<file path="config.mk">
export PLATFORM = sky130hd
export DESIGN_NAME = fcd_host_ctrl
export DESIGN_NICKNAME = d
export VERILOG_FILES = /design/src/common/fcd_pkg.sv /design/src/rtl/fcd_host_ctrl.sv
export VERILOG_INCLUDE_DIRS = /design/src /design/src/common
export SDC_FILE = /design/constraint.sdc
export NUM_CORES = 1
export LEC_CHECK = 0
export ABC_AREA = 1
export BUFFER_PORTS_ARGS = -buffer_cell sky130_fd_sc_hd__buf_2
export CAP_MARGIN = 10
export CORE_MARGIN = 2
export CORE_UTILIZATION = 35
export DETAILED_ROUTE_END_ITERATION = 12
export GPL_ROUTABILITY_DRIVEN = 0
export HOLD_SLACK_MARGIN = 0.05
export REMOVE_ABC_BUFFERS = 1
export SETUP_SLACK_MARGIN = 0.05
export SYNTH_ARGS = -nofsm -noshare
export SYNTH_HDL_FRONTEND = slang
export SYNTH_SLANG_ARGS = --single-unit
</file>
<file path="constraint.sdc">
create_clock -name clk_in -period 2.5 [get_ports clk_in]
set_input_delay 0.5 -clock clk_in [delete_from_list [all_inputs] [get_ports clk_in]]
set_output_delay 0.5 -clock clk_in [all_outputs]
set_load 0.005 [all_outputs]
</file>
<file path="src/common/fcd_map.svh">
// fcd_map.svh: addresses, command codes and bus timing of the flash command sequencer
// assumes a 125 MHz host clock; counts derive from the times below
`ifndef FCD_MAP_SVH
`define FCD_MAP_SVH
`define FCD_AW 19
`define FCD_DW 16
`define FCD_CNT_W 4
`define FCD_U1_WORD 19'h00555
`define FCD_U2_WORD 19'h002AA
`define FCD_U1_BYTE 19'h00AAA
`define FCD_U2_BYTE 19'h00555
`define FCD_ANY_ADDR 19'h00000
`define FCD_C_UNLOCK1 8'hAA
`define FCD_C_UNLOCK2 8'h55
`define FCD_C_AUTOSEL 8'h90
`define FCD_C_PROGRAM 8'hA0
`define FCD_C_BYPASS 8'h20
`define FCD_C_ERASE_SETUP 8'h80
`define FCD_C_CHIP 8'h10
`define FCD_C_SECTOR 8'h30
`define FCD_C_SUSPEND 8'hB0
`define FCD_C_RESUME 8'h30
`define FCD_C_RESET 8'hF0
`define FCD_C_BYP_EXIT1 8'h90
`define FCD_C_BYP_EXIT2 8'h00
`define FCD_UPPER_ZERO 8'h00
`define FCD_TL_BIT 5
`define FCD_CLK_PS 8000
`define FCD_T_WP_NS 35
`define FCD_T_WPH_NS 30
`define FCD_T_ACC_NS 70
`define FCD_WP_CYC ((`FCD_T_WP_NS * 1000 + `FCD_CLK_PS - 1) / `FCD_CLK_PS)
`define FCD_WPH_CYC ((`FCD_T_WPH_NS * 1000 + `FCD_CLK_PS - 1) / `FCD_CLK_PS)
`define FCD_ACC_CYC ((`FCD_T_ACC_NS * 1000 + `FCD_CLK_PS - 1) / `FCD_CLK_PS)
`endif

</file>
<file path="src/common/fcd_pkg.sv">
// fcd_pkg: types of the flash command sequencer
// assumes fcd_map.svh supplies widths
`include "fcd_map.svh"
package fcd_pkg;
   typedef enum logic [3:0] {
      FCD_OP_READ = 4'h0,
      FCD_OP_STATUS = 4'h1,
      FCD_OP_RESET = 4'h2,
      FCD_OP_AUTOSEL = 4'h3,
      FCD_OP_PROGRAM = 4'h4,
      FCD_OP_BYP_ENTER = 4'h5,
      FCD_OP_BYP_PROG = 4'h6,
      FCD_OP_BYP_EXIT = 4'h7,
      FCD_OP_CHIP_ERASE = 4'h8,
      FCD_OP_SECTOR_ERASE = 4'h9,
      FCD_OP_SECTOR_ADD = 4'hA,
      FCD_OP_SUSPEND = 4'hB,
      FCD_OP_RESUME = 4'hC
   } fcd_op_t;
   typedef enum logic [2:0] {
      FCD_ST_IDLE = 3'h0,
      FCD_ST_SETUP = 3'h1,
      FCD_ST_PULSE = 3'h3,
      FCD_ST_HOLD = 3'h2,
      FCD_ST_READ = 3'h5
   } fcd_state_t;
   typedef struct packed {
      fcd_op_t op;
      logic [`FCD_AW-1:0] addr;
      logic [`FCD_DW-1:0] data;
      logic byte_mode;
   } fcd_req_t;
   typedef struct packed {
      logic [`FCD_AW-1:0] addr;
      logic [`FCD_DW-1:0] data;
      logic rd;
   } fcd_step_t;
endpackage

</file>
<file path="src/rtl/fcd_host_ctrl.sv">
// fcd_host_ctrl: host that drives a NOR flash through its bus pins as command sequences
// assumes flash pins are sampled synchronously to clk_in; one request at a time
// Function
// - write F0 to leave autoselect, or when time limit flag rises on status.
// - autoselect is AA,55,90 at unlock addresses, then a read.
// - program is two unlocks, A0, then address and data.
// - AA,55,20 enters bypass; then A0 and address/data program.
// - leave bypass by writing 90 then 00 at any address.
// - erase is AA,55,80,AA,55 then 10 chip or sector address 30.
// - every command cycle except reads is a bus write.
`timescale 1ns/1ps
`include "fcd_map.svh"
module fcd_host_ctrl
   import fcd_pkg::*;
(
   input wire logic clk_in,
   input wire logic rst_n_in,
   input wire logic req_valid_in,
   input wire fcd_req_t req_in,
   output logic req_ready_out,
   output logic done_out,
   output logic refused_out,
   output logic [`FCD_DW-1:0] rd_data_out,
   output logic time_limit_flag_out,
   output logic bypass_out,
   output logic suspended_out,
   output logic autosel_out,
   output logic [`FCD_AW-1:0] fl_addr_out,
   output logic [`FCD_DW-1:0] fl_dq_out,
   output logic fl_dq_oe_out,
   input wire logic [`FCD_DW-1:0] fl_dq_in,
   output logic fl_ce_n_out,
   output logic fl_we_n_out,
   output logic fl_oe_n_out,
   output logic fl_byte_n_out
);
   localparam logic [`FCD_CNT_W-1:0] WP_LAST = `FCD_CNT_W'(`FCD_WP_CYC - 1);
   localparam logic [`FCD_CNT_W-1:0] WPH_LAST = `FCD_CNT_W'(`FCD_WPH_CYC - 1);
   localparam logic [`FCD_CNT_W-1:0] ACC_LAST = `FCD_CNT_W'(`FCD_ACC_CYC - 1);

   // one bus cycle of a sequence; command cycles carry a zero upper byte; unlock cycles use the fixed unlock addresses
   function automatic fcd_step_t seq_step(input fcd_op_t op, input logic [2:0] idx, input fcd_req_t r);
      logic [`FCD_AW-1:0] u1;
      logic [`FCD_AW-1:0] u2;
      fcd_step_t s;
      u1 = r.byte_mode ? `FCD_U1_BYTE : `FCD_U1_WORD;
      u2 = r.byte_mode ? `FCD_U2_BYTE : `FCD_U2_WORD;
      s.rd = 1'b0;
      s.addr = `FCD_ANY_ADDR;
      s.data = {`FCD_UPPER_ZERO, `FCD_C_RESET};
      unique case (idx)
         3'h0: begin
            s.addr = u1;
            s.data = {`FCD_UPPER_ZERO, `FCD_C_UNLOCK1};
         end
         3'h1: begin
            s.addr = u2;
            s.data = {`FCD_UPPER_ZERO, `FCD_C_UNLOCK2};
         end
         3'h2: s.addr = u1;
         3'h3: begin
            s.addr = u1;
            s.data = {`FCD_UPPER_ZERO, `FCD_C_UNLOCK1};
         end
         3'h4: begin
            s.addr = u2;
            s.data = {`FCD_UPPER_ZERO, `FCD_C_UNLOCK2};
         end
         default: s.addr = u1;
      endcase
      unique case (op)
         FCD_OP_READ, FCD_OP_STATUS: begin
            s.addr = r.addr;
            s.rd = 1'b1;
         end
         FCD_OP_RESET: begin
            s.addr = `FCD_ANY_ADDR;
            s.data = {`FCD_UPPER_ZERO, `FCD_C_RESET};
         end
         FCD_OP_AUTOSEL: begin
            if (idx == 3'h2) s.data = {`FCD_UPPER_ZERO, `FCD_C_AUTOSEL};
            if (idx == 3'h3) begin
               s.addr = r.addr;
               s.rd = 1'b1;
            end
         end
         FCD_OP_PROGRAM: begin
            if (idx == 3'h2) s.data = {`FCD_UPPER_ZERO, `FCD_C_PROGRAM};
            if (idx == 3'h3) begin
               s.addr = r.addr;
               s.data = r.data;
            end
         end
         FCD_OP_BYP_ENTER: if (idx == 3'h2) s.data = {`FCD_UPPER_ZERO, `FCD_C_BYPASS};
         FCD_OP_BYP_PROG: begin
            s.addr = (idx == 3'h0) ? `FCD_ANY_ADDR : r.addr;
            s.data = (idx == 3'h0) ? {`FCD_UPPER_ZERO, `FCD_C_PROGRAM} : r.data;
         end
         FCD_OP_BYP_EXIT: begin
            s.addr = `FCD_ANY_ADDR;
            s.data = {`FCD_UPPER_ZERO, (idx == 3'h0) ? `FCD_C_BYP_EXIT1 : `FCD_C_BYP_EXIT2};
         end
         FCD_OP_CHIP_ERASE, FCD_OP_SECTOR_ERASE: begin
            if (idx == 3'h2) s.data = {`FCD_UPPER_ZERO, `FCD_C_ERASE_SETUP};
            if (idx == 3'h5) begin
               s.addr = (op == FCD_OP_CHIP_ERASE) ? u1 : r.addr;
               s.data = {`FCD_UPPER_ZERO, (op == FCD_OP_CHIP_ERASE) ? `FCD_C_CHIP : `FCD_C_SECTOR};
            end
         end
         FCD_OP_SECTOR_ADD: begin
            s.addr = r.addr;
            s.data = {`FCD_UPPER_ZERO, `FCD_C_SECTOR};
         end
         FCD_OP_SUSPEND: begin
            s.addr = `FCD_ANY_ADDR;
            s.data = {`FCD_UPPER_ZERO, `FCD_C_SUSPEND};
         end
         FCD_OP_RESUME: begin
            s.addr = `FCD_ANY_ADDR;
            s.data = {`FCD_UPPER_ZERO, `FCD_C_RESUME};
         end
         default: s.rd = 1'b0;
      endcase
      return s;
   endfunction

   function automatic logic [2:0] seq_len(input fcd_op_t op);
      unique case (op)
         FCD_OP_AUTOSEL, FCD_OP_PROGRAM: seq_len = 3'h4;
         FCD_OP_BYP_ENTER: seq_len = 3'h3;
         FCD_OP_BYP_PROG, FCD_OP_BYP_EXIT: seq_len = 3'h2;
         FCD_OP_CHIP_ERASE, FCD_OP_SECTOR_ERASE: seq_len = 3'h6;
         default: seq_len = 3'h1;
      endcase
   endfunction

   fcd_state_t state_ff, nxt_state;
   fcd_op_t op_ff, nxt_op;
   fcd_req_t req_ff, nxt_req;
   logic [2:0] idx_ff, nxt_idx;
   logic [`FCD_CNT_W-1:0] cnt_ff, nxt_cnt;
   logic bypass_ff, nxt_bypass, susp_ff, nxt_susp, auto_ff, nxt_auto, erasing_ff, nxt_erasing;
   logic ready_ff, nxt_ready, done_ff, nxt_done, refused_ff, nxt_refused, tl_ff, nxt_tl;
   logic [`FCD_DW-1:0] rdata_ff, nxt_rdata, dq_ff, nxt_dq;
   logic [`FCD_AW-1:0] addr_ff, nxt_addr;
   logic dq_oe_ff, nxt_dq_oe, ce_n_ff, nxt_ce_n, we_n_ff, nxt_we_n, oe_n_ff, nxt_oe_n, byte_n_ff, nxt_byte_n;
   fcd_step_t step;
   logic refuse;

   always_comb begin
      step = seq_step(op_ff, idx_ff, req_ff);
      // requests that would only be ignored or misread by the flash are turned away here
      refuse = 1'b0;
      unique case (req_in.op)
         FCD_OP_READ, FCD_OP_STATUS: refuse = 1'b0;
         FCD_OP_BYP_PROG, FCD_OP_BYP_EXIT: refuse = !bypass_ff;
         FCD_OP_RESUME: refuse = bypass_ff || !susp_ff;
         FCD_OP_SUSPEND: refuse = bypass_ff || !erasing_ff || susp_ff;
         FCD_OP_SECTOR_ADD: refuse = bypass_ff || !erasing_ff || susp_ff;
         FCD_OP_CHIP_ERASE, FCD_OP_SECTOR_ERASE, FCD_OP_BYP_ENTER: refuse = bypass_ff || susp_ff;
         default: refuse = bypass_ff;
      endcase
      nxt_state = state_ff;
      nxt_op = op_ff;
      nxt_req = req_ff;
      nxt_idx = idx_ff;
      nxt_cnt = cnt_ff;
      nxt_bypass = bypass_ff;
      nxt_susp = susp_ff;
      nxt_auto = auto_ff;
      nxt_erasing = erasing_ff;
      nxt_done = 1'b0;
      nxt_refused = 1'b0;
      nxt_tl = tl_ff;
      nxt_rdata = rdata_ff;
      nxt_dq = dq_ff;
      nxt_addr = addr_ff;
      nxt_dq_oe = dq_oe_ff;
      nxt_ce_n = ce_n_ff;
      nxt_we_n = we_n_ff;
      nxt_oe_n = oe_n_ff;
      nxt_byte_n = byte_n_ff;
      unique case (state_ff)
         FCD_ST_IDLE: begin
            if (req_valid_in && refuse) begin
               nxt_refused = 1'b1;
            end else if (req_valid_in) begin
               nxt_op = req_in.op;
               nxt_req = req_in;
               nxt_idx = 3'h0;
               nxt_byte_n = !req_in.byte_mode;
               nxt_state = FCD_ST_SETUP;
            end
         end
         FCD_ST_SETUP: begin
            nxt_addr = step.addr;
            nxt_ce_n = 1'b0;
            if (step.rd) begin
               nxt_dq_oe = 1'b0;
               nxt_oe_n = 1'b0;
               nxt_cnt = ACC_LAST;
               nxt_state = FCD_ST_READ;
            end else begin
               nxt_dq = step.data;
               nxt_dq_oe = 1'b1;
               nxt_cnt = WP_LAST;
               nxt_state = FCD_ST_PULSE;
            end
         end
         FCD_ST_PULSE: begin
            // the count only runs once the strobe is low, so it stays low for the full WP_LAST+1 cycles
            nxt_we_n = 1'b0;
            if (!we_n_ff) nxt_cnt = cnt_ff - 1'b1;
            if (!we_n_ff && cnt_ff == '0) begin
               nxt_we_n = 1'b1;
               nxt_ce_n = 1'b1;
               nxt_cnt = WPH_LAST;
               nxt_state = FCD_ST_HOLD;
            end
         end
         FCD_ST_READ: begin
            nxt_cnt = cnt_ff - 1'b1;
            if (cnt_ff == '0) begin
               nxt_rdata = fl_dq_in;
               nxt_oe_n = 1'b1;
               nxt_ce_n = 1'b1;
               nxt_cnt = WPH_LAST;
               nxt_state = FCD_ST_HOLD;
            end
         end
         FCD_ST_HOLD: begin
            nxt_cnt = cnt_ff - 1'b1;
            if (cnt_ff == '0) begin
               nxt_dq_oe = 1'b0;
               nxt_idx = idx_ff + 3'h1;
               nxt_state = FCD_ST_SETUP;
               if (idx_ff + 3'h1 == seq_len(op_ff)) begin
                  nxt_state = FCD_ST_IDLE;
                  nxt_done = 1'b1;
                  unique case (op_ff)
                     FCD_OP_STATUS: begin
                        nxt_tl = rdata_ff[`FCD_TL_BIT];
                        if (rdata_ff[`FCD_TL_BIT]) begin
                           nxt_op = FCD_OP_RESET;
                           nxt_idx = 3'h0;
                           nxt_done = 1'b0;
                           nxt_state = FCD_ST_SETUP;
                        end
                     end
                     FCD_OP_AUTOSEL: nxt_auto = 1'b1;
                     FCD_OP_RESET: begin
                        nxt_auto = 1'b0;
                        nxt_erasing = susp_ff && erasing_ff;
                     end
                     FCD_OP_BYP_ENTER: nxt_bypass = 1'b1;
                     FCD_OP_BYP_EXIT: nxt_bypass = 1'b0;
                     FCD_OP_SECTOR_ERASE: nxt_erasing = 1'b1;
                     FCD_OP_CHIP_ERASE: nxt_erasing = 1'b0;
                     FCD_OP_SUSPEND: nxt_susp = 1'b1;
                     FCD_OP_RESUME: nxt_susp = 1'b0;
                     default: nxt_auto = auto_ff;
                  endcase
               end
            end
         end
         default: nxt_state = FCD_ST_IDLE;
      endcase
      nxt_ready = (nxt_state == FCD_ST_IDLE);
   end

   always_ff @(posedge clk_in or negedge rst_n_in) begin
      if (!rst_n_in) begin
         state_ff <= FCD_ST_IDLE;
         op_ff <= FCD_OP_READ;
         req_ff <= '0;
         idx_ff <= 3'h0;
         cnt_ff <= '0;
         bypass_ff <= 1'b0;
         susp_ff <= 1'b0;
         auto_ff <= 1'b0;
         erasing_ff <= 1'b0;
         ready_ff <= 1'b1;
         done_ff <= 1'b0;
         refused_ff <= 1'b0;
         tl_ff <= 1'b0;
         rdata_ff <= '0;
         dq_ff <= '0;
         addr_ff <= '0;
         dq_oe_ff <= 1'b0;
         ce_n_ff <= 1'b1;
         we_n_ff <= 1'b1;
         oe_n_ff <= 1'b1;
         byte_n_ff <= 1'b1;
      end else begin
         state_ff <= nxt_state;
         op_ff <= nxt_op;
         req_ff <= nxt_req;
         idx_ff <= nxt_idx;
         cnt_ff <= nxt_cnt;
         bypass_ff <= nxt_bypass;
         susp_ff <= nxt_susp;
         auto_ff <= nxt_auto;
         erasing_ff <= nxt_erasing;
         ready_ff <= nxt_ready;
         done_ff <= nxt_done;
         refused_ff <= nxt_refused;
         tl_ff <= nxt_tl;
         rdata_ff <= nxt_rdata;
         dq_ff <= nxt_dq;
         addr_ff <= nxt_addr;
         dq_oe_ff <= nxt_dq_oe;
         ce_n_ff <= nxt_ce_n;
         we_n_ff <= nxt_we_n;
         oe_n_ff <= nxt_oe_n;
         byte_n_ff <= nxt_byte_n;
      end
   end

   assign req_ready_out = ready_ff;
   assign done_out = done_ff;
   assign refused_out = refused_ff;
   assign rd_data_out = rdata_ff;
   assign time_limit_flag_out = tl_ff;
   assign bypass_out = bypass_ff;
   assign suspended_out = susp_ff;
   assign autosel_out = auto_ff;
   assign fl_addr_out = addr_ff;
   assign fl_dq_out = dq_ff;
   assign fl_dq_oe_out = dq_oe_ff;
   assign fl_ce_n_out = ce_n_ff;
   assign fl_we_n_out = we_n_ff;
   assign fl_oe_n_out = oe_n_ff;
   assign fl_byte_n_out = byte_n_ff;
endmodule
</file>
Word level (Yosys, flattened, before mapping)
Index checks and enable logic that the tools add are counted.
{"block": "word_totals", "regBits": 114, "input_bits": 59, "wordCells": 195}
{"block": "classes", "n_addsub": 2, "n_eq_ne": 41, "n_mux": 73, "bitwise": 2, "n_reduce_logical": 54}
{"cell": "16-bit one-hot mux with 9 select lines", "n": 1}
{"cell": "19-bit one-hot mux with 6 select lines", "n": 1}
{"cell": "16-bit 2-to-1 mux", "n": 5}
{"cell": "35-bit 2-to-1 mux", "n": 2}
{"cell": "19-bit 2-to-1 mux", "n": 3}
{"cell": "3-bit 2-to-1 mux", "n": 14}
{"cell": "4-bit == test (second input constant)", "n": 10}
{"cell": "4-bit 2-to-1 mux", "n": 10}
{"cell": "4-bit by 3-bit == test with 1-bit output (second input constant)", "n": 7}
{"cell": "12-bit 2-to-1 mux", "n": 2}
{"cell": "4-bit AND reduction", "n": 6}
{"cell": "2-bit OR reduction", "n": 10}
{"cell": "2-bit inequality test (second input constant)", "n": 9}
{"cell": "1-bit 2-to-1 mux", "n": 17}
{"cell": "4-bit one-hot mux with 4 select lines", "n": 1}
{"cell": "8-bit one-hot mux with 2 select lines", "n": 1}
{"cell": "3-bit one-hot mux with 5 select lines", "n": 1}
{"cell": "3-bit by 2-bit == test with 1-bit output (second input constant)", "n": 4}
{"cell": "4-bit logical NOT", "n": 3}
{"cell": "1-bit one-hot mux with 2 select lines", "n": 6}
{"cell": "3-bit one-hot mux with 4 select lines", "n": 1}
{"cell": "2-bit nonzero test", "n": 6}
{"cell": "11-bit 2-to-1 mux", "n": 1}
{"cell": "3-bit == test (second input constant)", "n": 3}
{"cell": "25 further kinds", "n": 48}

Logic depth before layout (Yosys ltp)
{"block": "logic_depth", "ltp_word": 10, "mapped_depth": 15}

Worst setup path before layout
Ideal clock, no wire load.
{"block": "synth_path", "path_type": "reg2reg", "from": "reg idx_ff[0]", "to": "reg addr_ff[10] (netlist: fl_addr_out[10])", "setup_ns": 0.132, "arrival_ns": 1.890, "required_ns": 2.368, "setup_slack_ns": 0.478, "stages_incl_launch_ff": 13, "n_path_buf": 0, "cell_sequence": "dfrtp_1 > inv_1 > ha_1 > inv_1 > nand2_1 > o21ai_0 > ha_1 > inv_1 > nor2_1 > a21oi_2 > nand2_1 > nor3_1 > o21ai_1"}
{"block": "synth_via", "elab_chain_len": 5}
{"item": "start, declared", "line_no": "fcd_host_ctrl.sv:140", "source": "logic [2:0] idx_ff, nxt_idx;"}
{"item": "start signal, assigned", "line_no": "fcd_host_ctrl.sv:298", "source": "idx_ff <= nxt_idx;"}
{"item": "3-bit == test or 3-bit by 1-bit == test with 1-bit output (tied branches)", "line_no": "fcd_host_ctrl.sv:51", "source": "unique case (idx)"}
{"item": "2-bit OR reduction (no source line)"}
{"item": "12-bit 2-to-1 mux", "line_no": "fcd_host_ctrl.sv:51"}
{"item": "35-bit 2-to-1 mux, or another cell as far along", "line_no": "fcd_host_ctrl.sv:105", "source": "if (idx == 3'h5) begin"}
{"item": "19-bit one-hot mux with 6 select lines *", "line_no": "fcd_host_ctrl.sv:71", "source": "unique case (op)"}
{"item": "end signal, assigned", "line_no": "fcd_host_ctrl.sv:310", "source": "addr_ff <= nxt_addr;"}
{"item": "end, declared", "line_no": "fcd_host_ctrl.sv:145", "source": "logic [`FCD_AW-1:0] addr_ff, nxt_addr;"}
Mark *: on every way between the ends. The rest lies on a longest branch, timed or not.
A chain may end at the register's enable or synchronous reset.

Final worst setup path
{"block": "layout_path", "from": "reg idx_ff[0]", "to": "reg addr_ff[2] (netlist: fl_addr_out[2])"}
Same word-level chain as after synthesis.

==> results.json <==
{
  "synth_compound_area_frac": 0.142,
  "syn_area_mm2": 0.00581,
  "synth_edf_count": 0,
  "max_cap_violations": 0,
  "fin_crit_ns": 2.22,
  "first_global_vias": 5065,
  "worst_pin_slew_ns": 0.532,
  "final_max_slew_viol_count": 0,
  "synth_top_area_share": 0.470,
  "finalHoldViolations": 0,
  "ys_top_cells_by_area": "dfrtp_1 (47%), nand2_1 (16%), inv_1 (5.1%)",
  "fin_nets": 926,
  "antenna_found_initial": 0,
  "cpPeakStageDelay_ns": 0.46,
  "fin_util": 0.448,
  "ys.flop_type": "dfrtp_1",
  "crit_type": "register to register",
  "rows": 47,
  "async_reset_ff_frac": 1.00,
  "ys_ff_latch": 114,
  "numCtsBuffers": 17,
  "cpMaxStageDelayCell": "dfrtp_2",
  "netlist_instances": 723,
  "fin_cells": 1092,
  "maxSlewHeadroom": 0.642,
  "power_leakage_nw": 3.88,
  "drtPass1Iterations": 5,
  "rr_worst_depth": 11,
  "overflow": 0,
  "synth_top_family_by_area": "simple AND/OR/NAND/NOR gates",
  "pre_cts_ws_ns": 0.123,
  "synth_cell_types": 43,
  "dieWidth_um": 133,
  "grt.busiest_layer": "met2",
  "tns_ns": 0,
  "rsz0062_at_grt": "no",
  "cts_sinks": 114,
  "cts_tree": "built",
  "vias": 5130,
  "reg2reg_from": "idx_ff[0]",
  "syn_area_per_cell_um2": 8.03,
  "reg2reg_to": "fl_addr_out[2]",
  "drc": 0,
  "grt_max_degree": 43,
  "finalSetupViolations": 0,
  "yosys.area.top_type": "dfrtp_1",
  "setup_slack_ns": 0.285,
  "end_kind": "register",
  "synth_fa_ha_area_frac": 0.0172,
  "dp.cells": 1058,
  "port_buffers": 121,
  "start_util": 0.354,
  "met2_usage": 0.286,
  "path_cells": "inv_1 -> ha_1 -> inv_1 -> nand2_1 -> o21ai_2 -> ha_1 -> buf_4 -> o21ai_1 -> nand3_2 -> a21boi_1 -> o21ai_1",
  "die_h_um": 133,
  "timing.final.crit_share": 0.886,
  "r2r_slack_ns": 0.28,
  "skew_ns": 0.00541,
  "clock_latency_ns": 0.41,
  "die_area_mm2": 0.0176,
  "synth-simple-area-share": 0.270,
  "dp_hpwl_um": 10900,
  "arrival_ns": 2.49,
  "irDropWorstVdd_mv": 0.596,
  "crit_start": "idx_ff[0]",
  "synthMuxAreaShare": 0,
  "cp_data_required_time_ns": 2.77,
  "ant_nets": 0,
  "fmax_ghz": 0.451,
  "clock_tree.buffer_depth": 2,
  "root_buffer": "clkbuf_16",
  "diodes": 0,
  "synthXorXnorAreaFrac": 0.00151,
  "wl_um": 14800,
  "syn_to_final_growth_pct": 26.5,
  "layout_commonest_cell": "nand2_1",
  "num_io_pins": 122,
  "initialDrtViolationCount": 339,
  "core_mm2": 0.0164,
  "outcome": "finished, final reports clean",
  "vias_per_cell": 4.70,
  "critPathCapture": "fl_addr_out[2]",
  "yosysWarningCount": 0,
  "nFillCells": 1636,
  "h-tree-depth": 4,
  "crit_fanout": 10,
  "startpoint_type": "register",
  "holdCritPathClass": "primary input to register",
  "power.density_mw_per_mm2": 1340,
  "grt_use_met1": 0.228,
  "grtUsageTotal": 0.177,
  "clk_pin_slew_ns": 0.05,
  "grt_pass1_wl_um": 24900,
  "layout_common_cells": "nand2_1 (248), buf_2 (120), dfrtp_1 (108), inv_1 (79), o21ai_0 (56)",
  "drive_gt1_frac": 0.252,
  "met3_usage": 0.0437,
  "ys_seq_area_frac": 0.492,
  "wl_per_cell_um": 13.5
}
state kept, by name, indices dropped and copies added, names as in the netlist, 3 cells and up:
| signal | count |
|---|---|
| rd_data_out | 16 |
| op_ff | 4 |
| req_ff | 36 |
| fl_dq_out | 16 |
| state_ff | 3 |
| idx_ff | 3 |
| cnt_ff | 4 |
| fl_addr_out | 19 |
cell type report:
| cell class | count | area (µm²) | share of cell area |
|---|---|---|---|
| sequential | 114 | 2860 | 0.389 |
| multi-input combinational | 501 | 2520 | 0.342 |
| timing repair buffer | 135 | 728 | 0.0991 |
| clock buffer | 19 | 443 | 0.0603 |
| inverter | 90 | 340 | 0.0463 |
| tap | 220 | 275 | 0.0375 |
| clock inverter | 13 | 184 | 0.0250 |
synthesized netlist by cell type (2+ instances only):
master and number:
buf_2 8, nand2_4 7, o22a_1 2, inv_2 9, dfstp_2 5, o21ai_2 2, nand3_2 4, nand3_1 32
nand2_1 248, o22ai_1 7, a21boi_1 2, o21ai_1 20, a31oi_1 3, nand4_1 4, nor2_1 27, clkbuf_1 7
o211ai_1 8, o2111ai_1 7, o21ai_0 57, nor2_2 6, nor2_4 5, nand2_2 6, nor2_8 2, o31ai_1 5
buf_6 2, nor3_1 7, inv_1 79, ha_1 8, a21oi_1 22, dfrtp_1 109
cells by family after synthesis:
group                    count (synthesis)
AND/OR/NAND/NOR                        350
adder cells (fa/ha/maj)                  8
AO/OA/AOI/OAI                          142
flip-flops                             114
XOR/XNOR                                 1
buffers and inverters                  108
per-stage QoR:
stage	area [µm²]	hold WS, ns	total power, W
2_1_floorplan	5710	0.204	0.00588
3_3_place_gp	6690	0.425	0.00718
3_5_place_dp	6690	0.423	0.00723
4_1_cts	7330	0.266	0.00985
5_1_grt	7350	0.276	0.0106
6_report	7350	0.282	0.00981
critical path, delay by kind of cell, from the launching register on:
| family | cells | cell delay, ns |
|---|---|---|
| and+or+nand+nor | 2 | 0.24 |
| AOI/OAI and AO/OA | 4 | 0.55 |
| adders and majority gates | 2 | 0.49 |
| DFF | 1 | 0.46 |
| buffers and inverters | 3 | 0.32 |
worst min path at each step:
| stage | startpoint | end | slack (ns) | cells after the start |
|---|---|---|---|---|
| detailed placement | rst_n_in | rd_data_out[1] | 0.42 | 1 |
| global placement | rst_n_in | rd_data_out[13] | 0.43 | 1 |
| floorplan | rst_n_in | autosel_out | 0.20 | 0 |
| global route | req_in[0] | fl_byte_n_out | 0.28 | 2 |
| finish | req_in[16] | req_ff[16] | 0.28 | 3 |
| CTS | fl_dq_in[7] | rd_data_out[7] | 0.27 | 3 |
timing repair:
item                                    CTS  global route
setup buffers                             0             1
gates resized for setup                   0             5
hold buffers                              1             0
endpoints found under the setup margin    0            11
endpoints found under the hold margin    21             0
where the power goes:
part / switching [W] / total (W) / internal (W)
Combinational: 0.00263 / 0.00413 / 0.00150
Clock: 0.000874 / 0.00257 / 0.00169
Sequential: 0.000478 / 0.00311 / 0.00264
routing by layer:
metal	share of wire	wire (µm)
met5	0	0
met4	0.019	275
met3	0.044	650
met2	0.48	7140
met1	0.45	6710
Note: power is estimated with default switching activity, not from simulation.
